[config.mk]
export PLATFORM = sky130hd
export DESIGN_NAME = fgob_seq
export DESIGN_NICKNAME = d
export VERILOG_FILES = /design/src/inc/fgob_pkg.sv /design/src/inc/fgob_sync_if.sv /design/src/fgob_sync.sv /design/src/fgob_seq.sv
export VERILOG_INCLUDE_DIRS = /design/src /design/src/inc
export SDC_FILE = /design/constraint.sdc
export NUM_CORES = 1
export LEC_CHECK = 0
export BUFFER_PORTS_ARGS = -buffer_cell sky130_fd_sc_hd__buf_2
export CORE_MARGIN = 2
export CORE_UTILIZATION = 30
export CTS_BUF_LIST = sky130_fd_sc_hd__clkbuf_8
export DETAILED_ROUTE_END_ITERATION = 6
export PLACE_DENSITY = 0.49
export SYNTH_ARGS = -nofsm -noshare
export SYNTH_HDL_FRONTEND = slang
export SYNTH_HIERARCHICAL = 1
export SYNTH_SLANG_ARGS = --single-unit
export TNS_END_PERCENT = 100
[constraint.sdc]
create_clock -name i_ref_clk -period 4.4 [get_ports i_ref_clk]
set_input_delay 0.88 -clock i_ref_clk [delete_from_list [all_inputs] [get_ports i_ref_clk]]
set_output_delay 0.88 -clock i_ref_clk [all_outputs]
set_load 0.005 [all_outputs]
[src/inc/fgob_consts.svh]
`ifndef FGOB_CONSTS_SVH
`define FGOB_CONSTS_SVH
// Coefficient width codes
`define FGOB_CW_4        2'h0
`define FGOB_CW_8        2'h1
`define FGOB_CW_12       2'h2
`define FGOB_CW_16       2'h3
// Minimum spacing between strobe samplings, cycles
`define FGOB_SPACE_4     4'h2
`define FGOB_SPACE_8     4'h4
`define FGOB_SPACE_12    4'h6
`define FGOB_SPACE_16    4'h8
// Delay from accepted strobe to new output sequence, cycles
`define FGOB_DELAY_4     4'h6
`define FGOB_DELAY_8     4'h8
`define FGOB_DELAY_12    4'ha
`define FGOB_DELAY_16    4'hc
// Accepted strobes remembered, one per cycle of the longest delay
`define FGOB_PIPE_DEPTH  12
// Normal mode low word duration, cycles
`define FGOB_LOW_8       4'h1
`define FGOB_LOW_12      4'h2
`define FGOB_LOW_16      4'h3
// Fast mode high word extra periods over 4 bit case
`define FGOB_FAST_XTRA_4  4'h0
`define FGOB_FAST_XTRA_8  4'h2
`define FGOB_FAST_XTRA_12 4'h4
`define FGOB_FAST_XTRA_16 4'h6
// Fast mode base high word duration, cycles
`define FGOB_FAST_BASE   4'h1
// Swap request bit positions in the control words
`define FGOB_MAIN_SWAP_BIT 0
`define FGOB_SEC_SWAP_BIT  2
// Master strobe drive delay after data write, cycles
`define FGOB_MASTER_DLY  2'h1
`define FGOB_CNT_ONE     4'h1
`define FGOB_CNT_ZERO    4'h0
`endif

[src/inc/fgob_pkg.sv]
package fgob_pkg;
  typedef enum logic [1:0] {FGOB_OUT_IDLE, FGOB_OUT_LOW, FGOB_OUT_HIGH} fgob_out_t;
  typedef logic [3:0] fgob_cnt_t;
endpackage

[src/inc/fgob_sync_if.sv]
`timescale 1ns/1ns
`default_nettype none
interface fgob_sync_if;
  logic async_in;
  logic sync_out;
  modport src (output async_in);
  modport snk (input async_in, output sync_out);
endinterface
`default_nettype wire

[src/fgob_sync.sv]
`timescale 1ns/1ns
`default_nettype none
module fgob_sync
(
  input  wire logic   i_ref_clk,
  input  wire logic   i_reset,
  fgob_sync_if.snk    sif
);
  logic meta_reg;
  logic sync_reg;

  always_ff @(posedge i_ref_clk)
  begin
    if (i_reset)
    begin
      meta_reg <= 1'b0;
      sync_reg <= 1'b0;
    end
    else
    begin
      meta_reg <= sif.async_in;
      sync_reg <= meta_reg;
    end
  end

  assign sif.sync_out = sync_reg;
endmodule
`default_nettype wire

[src/fgob_seq.sv]
`timescale 1ns/1ns
`default_nettype none
`include "fgob_consts.svh"
module fgob_seq
  import fgob_pkg::*;
(
  input  wire logic       i_ref_clk,
  input  wire logic       i_reset,
  input  wire logic [1:0] i_coef_width,
  input  wire logic       i_fast_mode,
  input  wire logic       i_master_mode,
  input  wire logic       i_strobe_pin,
  input  wire logic       i_data_write,
  input  wire logic       i_main_ctrl_write,
  input  wire logic [7:0] i_main_ctrl_data,
  input  wire logic       i_sec_ctrl_write,
  input  wire logic [7:0] i_sec_ctrl_data,
  output logic            o_strobe_out,
  output logic            o_strobe_oe,
  output logic            o_sample_point,
  output logic            o_input_taken,
  output logic            o_low_result_word,
  output logic            o_high_result_word,
  output logic            o_output_word_strobe,
  output logic            o_bank_select,
  output logic            o_busy
);
  ////////////////////////////////////////////////////////////////////////////
  // Strobe input synchroniser
  fgob_sync_if sif ();
  logic strobe_sync;

  assign sif.async_in = i_strobe_pin;
  assign strobe_sync  = sif.sync_out;

  fgob_sync u_sync
  (
    .i_ref_clk (i_ref_clk),
    .i_reset   (i_reset),
    .sif       (sif)
  );

  ////////////////////////////////////////////////////////////////////////////
  // Static per-width figures
  fgob_cnt_t space_sel;
  fgob_cnt_t delay_sel;
  fgob_cnt_t low_sel;
  fgob_cnt_t fast_sel;

  assign space_sel = (i_coef_width == `FGOB_CW_4)  ? `FGOB_SPACE_4  :
                     (i_coef_width == `FGOB_CW_8)  ? `FGOB_SPACE_8  :
                     (i_coef_width == `FGOB_CW_12) ? `FGOB_SPACE_12 : `FGOB_SPACE_16;
  assign delay_sel = (i_coef_width == `FGOB_CW_4)  ? `FGOB_DELAY_4  :
                     (i_coef_width == `FGOB_CW_8)  ? `FGOB_DELAY_8  :
                     (i_coef_width == `FGOB_CW_12) ? `FGOB_DELAY_12 : `FGOB_DELAY_16;
  assign low_sel   = (i_coef_width == `FGOB_CW_12) ? `FGOB_LOW_12 :
                     (i_coef_width == `FGOB_CW_16) ? `FGOB_LOW_16 : `FGOB_LOW_8;
  assign fast_sel  = (i_coef_width == `FGOB_CW_4)  ? `FGOB_FAST_XTRA_4  :
                     (i_coef_width == `FGOB_CW_8)  ? `FGOB_FAST_XTRA_8  :
                     (i_coef_width == `FGOB_CW_12) ? `FGOB_FAST_XTRA_12 : `FGOB_FAST_XTRA_16;

  ////////////////////////////////////////////////////////////////////////////
  // Master strobe generation
  logic [1:0] mstr_cnt_reg;
  logic       mstr_reg;
  logic       strobe_level;

  always_ff @(posedge i_ref_clk)
  begin
    if (i_reset)
    begin
      mstr_cnt_reg <= 2'h0;
      mstr_reg     <= 1'b0;
    end
    else if (i_master_mode && i_data_write)
    begin
      mstr_cnt_reg <= `FGOB_MASTER_DLY;
      mstr_reg     <= 1'b0;
    end
    else if (mstr_cnt_reg != 2'h0)
    begin
      mstr_cnt_reg <= mstr_cnt_reg - 2'h1;
      mstr_reg     <= (mstr_cnt_reg == 2'h1);
    end
    else if (o_input_taken)
      mstr_reg <= 1'b0;
  end

  assign o_strobe_out = mstr_reg;
  assign o_strobe_oe  = i_master_mode;
  assign strobe_level = i_master_mode ? mstr_reg : strobe_sync;

  ////////////////////////////////////////////////////////////////////////////
  // Sampling spacing
  fgob_cnt_t space_reg;
  logic      sample_now;

  assign sample_now     = (space_reg == `FGOB_CNT_ZERO);
  assign o_sample_point = sample_now;
  assign o_input_taken  = sample_now && strobe_level;

  always_ff @(posedge i_ref_clk)
  begin
    if (i_reset)
      space_reg <= `FGOB_CNT_ZERO;
    else if (o_input_taken)
      space_reg <= space_sel - `FGOB_CNT_ONE;
    else if (!sample_now)
      space_reg <= space_reg - `FGOB_CNT_ONE;
  end

  ////////////////////////////////////////////////////////////////////////////
  // Output sequence delay and word durations
  logic [`FGOB_PIPE_DEPTH-1:0] take_pipe_reg;
  logic      seq_start;
  fgob_out_t out_state_reg;
  fgob_out_t out_state_next;
  fgob_cnt_t word_cnt_reg;
  fgob_cnt_t word_cnt_next;
  logic      word_done;

  // One bit per accepted strobe: inputs closer than the delay each start a sequence
  assign seq_start = take_pipe_reg[delay_sel - `FGOB_CNT_ONE];
  assign word_done = (word_cnt_reg == `FGOB_CNT_ONE);

  always_ff @(posedge i_ref_clk)
  begin
    if (i_reset)
      take_pipe_reg <= '0;
    else
      take_pipe_reg <= {take_pipe_reg[`FGOB_PIPE_DEPTH-2:0], o_input_taken};
  end

  // High word holds until the next sequence; idle cycles thus lengthen it
  always_comb
  begin
    out_state_next = out_state_reg;
    word_cnt_next  = word_cnt_reg;
    if (seq_start)
    begin
      if (i_fast_mode)
      begin
        out_state_next = FGOB_OUT_HIGH;
        word_cnt_next  = `FGOB_FAST_BASE + fast_sel;
      end
      else
      begin
        out_state_next = FGOB_OUT_LOW;
        word_cnt_next  = low_sel;
      end
    end
    else
    begin
      case (out_state_reg)
        FGOB_OUT_LOW:
        begin
          if (word_done)
          begin
            out_state_next = FGOB_OUT_HIGH;
            word_cnt_next  = low_sel;
          end
          else
            word_cnt_next = word_cnt_reg - `FGOB_CNT_ONE;
        end
        FGOB_OUT_HIGH:
        begin
          if (!word_done && word_cnt_reg != `FGOB_CNT_ZERO)
            word_cnt_next = word_cnt_reg - `FGOB_CNT_ONE;
        end
        FGOB_OUT_IDLE:
          word_cnt_next = `FGOB_CNT_ZERO;
        default:
          out_state_next = FGOB_OUT_IDLE;
      endcase
    end
  end

  always_ff @(posedge i_ref_clk)
  begin
    if (i_reset)
    begin
      out_state_reg        <= FGOB_OUT_IDLE;
      word_cnt_reg         <= `FGOB_CNT_ZERO;
      o_low_result_word    <= 1'b0;
      o_high_result_word   <= 1'b0;
      o_output_word_strobe <= 1'b0;
    end
    else
    begin
      out_state_reg        <= out_state_next;
      word_cnt_reg         <= word_cnt_next;
      o_low_result_word    <= (out_state_next == FGOB_OUT_LOW);
      o_high_result_word   <= (out_state_next == FGOB_OUT_HIGH);
      o_output_word_strobe <= (out_state_next == FGOB_OUT_HIGH);
    end
  end

  ////////////////////////////////////////////////////////////////////////////
  // Bank swap
  logic swap_req;
  logic pend_reg;
  logic bank_reg;

  assign swap_req = (i_main_ctrl_write && i_main_ctrl_data[`FGOB_MAIN_SWAP_BIT]) ||
                    (i_sec_ctrl_write && i_sec_ctrl_data[`FGOB_SEC_SWAP_BIT]);

  // A request landing on the sampling edge swaps at once: busy never shows
  always_ff @(posedge i_ref_clk)
  begin
    if (i_reset)
    begin
      pend_reg <= 1'b0;
      bank_reg <= 1'b0;
    end
    else if (sample_now && (pend_reg || swap_req))
    begin
      pend_reg <= 1'b0;
      bank_reg <= !bank_reg;
    end
    else if (swap_req)
      pend_reg <= 1'b1;
  end

  assign o_bank_select = bank_reg;
  assign o_busy        = pend_reg;
endmodule
`default_nettype wire

==> results.py <==
metrics = {
    "status": {
        "status": "completed",
    },
    "route": {
        "first_pass_iters": 4,
        "wire_per_inst_um": 10.81,
        "ant_nets": 0,
        "route.detailed.drc": 0,
        "dr.first_iter.drc_count": 88,
        "vias_per_cell": 4.486,
        "routed_wl_mm": 2.799,
        "vias": 1162,
    },
    "worst_setup_path": {
        "crit_family": "multiplexers",
        "rr_worst_depth": 6,
        "crit_buf_inv": 3,
        "cp-startpoint": "i_coef_width[0]",
        "arrival_ns": 2.87,
        "crit_fanout": 6,
        "crit_chain": "buf_2 -> inv_1 -> ha_1 -> inv_1 -> ha_1 -> mux4_2 -> o21ai_1 -> and2_4 -> mux2_4",
        "timing.rr.start": "out_state_reg[0]",
        "critPathRequiredTime_ns": 4.57,
        "critPathCaptureType": "flip-flop",
        "crit_path_start_kind": "primary input",
        "crit_end": "o_low_result_word",
        "path_class": "primary input to flip-flop",
        "critical_path.max_stage_delay_ns": 0.32,
        "cpMaxStageDelayCell": "ha_1",
        "r2r_setup_slack_ns": 2.43,
        "cp_num_cells": 9,
        "r2r-end": "word_cnt_reg[3]",
    },
    "floorplan": {
        "num_rows": 26,
        "core-area_um2": 5075,
        "start_util_pct": 30.77,
        "die_area_um2": 5798,
        "die_y_um": 76.15,
        "die_w_um": 76.15,
        "io_pins": 35,
    },
    "cells_and_area": {
        "antenna_cells": 0,
        "final_cells": 259,
        "seqCellArea_um2": 620.6,
        "fin_nets": 230,
        "largest_reg_flops": 12,
        "multi_input_area_um2": 852.1,
        "area_growth_pct": 16.11,
        "drive_gt1_share_pct": 17.99,
        "fill_cells": 524,
    },
    "synth": {
        "synth-seq-cells": 31,
        "synth_top_family_by_area": "simple AND/OR/NAND/NOR gates",
        "synthMuxAreaShare_pct": 5.048,
        "syn-instance-count": 168,
        "synthXorXnorAreaFrac_pct": 2.244,
        "synth_nets": 210,
        "syn_avg_cell_area_um2": 9.295,
        "yosys.area_share.simple_pct": 20.35,
        "synth.cell_area_um2": 1561,
        "yosys.area_share.adder_pct": 12.82,
        "synth_warnings": 6,
        "ys_seq_area_share_pct": 39.74,
        "synth_compound_area_share_pct": 14.10,
        "synth.distinct_cells": 43,
    },
    "clock_network": {
        "cts_max_path_buffers": 2,
        "numCtsBuffers": 5,
        "root_buffer": "clkbuf_8",
        "clk_latency_ns": 0.28,
        "post_cts_buffers": 0,
        "clk_pin_slew_ns": 0.06,
        "cts_hold_buf": 0,
        "post_cts_resized": 0,
        "clkSinkCount": 31,
        "h-tree-depth": 2,
        "cts_tree": "yes",
    },
    "timing": {
        "setup_viol": 0,
        "worst_slew_pin_slew_ns": 0.6152,
        "relSlewSlack_pct": 58.41,
        "finalSetupTns_ns": 0,
        "fin_worst_skew_ns": 0.005472,
        "hold_viol": 0,
        "finalCriticalPeriod_ns": 2.702,
        "grt_setup_unrepaired": "no",
        "fin_crit_sh_pct": 61.41,
        "maxSlewViolCount": 0,
        "max_freq_mhz": 370.1,
    },
    "power_and_ir_drop": {
        "p_per_area_nw_per_um2": 407.1,
        "seqPwrFrac_pct": 44.9,
        "p_int_w": 0.0005268,
        "p_sw_share_pct": 28.62,
        "p_comb_share_pct": 22.7,
        "vdd_ir_drop_max_mv": 0.1565,
        "power_frac_clock_pct": 32.4,
        "p_leak_nw": 0.7642,
        "switchingPower_w": 0.0002112,
    },
    "global_route": {
        "grt_pass1_wl_mm": 4.823,
        "antenna_found_initial": 0,
        "grt_pass1_vias": 1098,
        "grt_start_max_net_pins": 32,
        "track_usage_pct": 10.35,
        "gr-total-overflow": 0,
    },
    "placed_design": {
        "hpwl_mm": 2.082,
        "gp_congestion": 0.7285,
        "dp_cells": 251,
        "port_buffers": 20,
    },
    "hold_path": {
        "hp-class": "flip-flop to flip-flop",
    },
    "run": {
        "cap_violations": 0,
    },
}
[stage by stage]
stage / cell area, µm² / utilization (%) / hold slack [ns] / worst slack (ns) / power, W
finish: 1813 / 35.72 / 0.4301 / 1.698 / 0.0007380
floorplan: 1562 / - / 0.4138 / 1.776 / 0.0004570
global placement: 1713 / 33.75 / 0.4175 / 1.380 / 0.0005058
global route: 1813 / 35.72 / 0.4572 / 1.602 / 0.0007940
detailed placement: 1713 / 33.75 / 0.4247 / 1.393 / 0.0005070
CTS: 1813 / 35.72 / 0.4339 / 1.696 / 0.0007516
[cell usage after synthesis, drive strengths merged]
cell type,number,share of area (%)
ha,16,13
o41ai,1,0.56
buf,3,1.3
o32a,1,0.64
o31ai,3,1.4
nor2,11,2.6
xor2,3,1.7
nor2b,14,5.6
nor4b,1,0.56
a32oi,1,0.56
a211o,2,1.1
a21o,1,0.48
a211oi,1,0.48
dfxtp,31,40
o21a,1,0.48
a221oi,2,1.1
inv,14,3.4
mux2i,3,1.9
o32ai,1,0.56
a21oi,7,2.2
o22ai,1,0.40
or2,3,1.2
or3b,1,0.56
or3,1,0.40
o21ai,9,2.9
mux4,1,1.4
mux2,2,1.7
nor3,10,3.2
or4,1,0.48
a311oi,2,1.1
and3b,1,0.56
xnor2,1,0.56
or4b,2,1.3
nand2,8,2.1
and2,1,0.56
clkbuf,4,1.0
nand2b,3,1.2
[metal layers]
layer  global-route usage (%)  wire, µm  vias to the layer above
li1                         -         -                      615
met1                    14.29      1496                      526
met2                    14.73      1156                       18
met3                    3.436       119                        3
met4                    4.364        27                        0
met5                        0         0                        -
[worst register-to-register path, cell delays in order (launching register included)]
cell,delay (ns)
dfxtp_1,0.42
inv_1,0.09
ha_1,0.25
nor2b_1,0.18
or2_0,0.23
or4b_1,0.51
a211oi_1,0.22
[how the worst min path moves through the flow]
stage                      startpoint                  end  slack (ns)  cells past startpoint
floorplan           take_pipe_reg[10]    take_pipe_reg[11]        0.41                      1
CTS                   u_sync/meta_reg  u_sync/sif.sync_out        0.43                      1
global placement    take_pipe_reg[10]    take_pipe_reg[11]        0.42                      1
detailed placement   take_pipe_reg[2]     take_pipe_reg[3]        0.42                      1
global route        take_pipe_reg[10]    take_pipe_reg[11]        0.46                      1
finish                u_sync/meta_reg  u_sync/sif.sync_out        0.43                      1
[final cells by class]
| type | count | share of cell area (%) |
|---|---|---|
| timing repair buffer | 20 | 5.521 |
| clock inverter | 1 | 0.2070 |
| multi-input combinational | 116 | 47.00 |
| inverter | 14 | 2.899 |
| tap | 70 | 4.831 |
| sequential | 31 | 34.23 |
| clock buffer | 7 | 5.314 |
[power by group through the flow]
stage / registers (W) / logic [W] / clock network (W)
finish: 0.000331 / 0.000167 / 0.000239
global route: 0.000336 / 0.000198 / 0.000260
CTS: 0.000331 / 0.000171 / 0.000250
detailed placement: 0.000338 / 0.000169 / 0
global placement: 0.000337 / 0.000168 / 0
floorplan: 0.000334 / 0.000123 / 0
[cells in the final DEF (no fill, tap or decap), drive strengths merged, types with 2 or more instances in the layout]
cell	count
xor2	3
nand2	8
a211o	2
mux2	2
dfxtp	31
clkbuf	7
or4b	2
a311oi	2
nor2b	14
nand2b	3
or2	3
nor3	10
o21ai	9
o31ai	3
a221oi	2
nor2	11
inv	15
ha	16
buf	20
mux2i	3
a21oi	7
[cells by family after synthesis]
family	Yosys count
buf+inv	21
xor+xnor	4
flops	31
mux	6
fa+ha+maj	16
simple gates	57
compound gates	33
No activity file was read; power rests on OpenSTA's default activity.
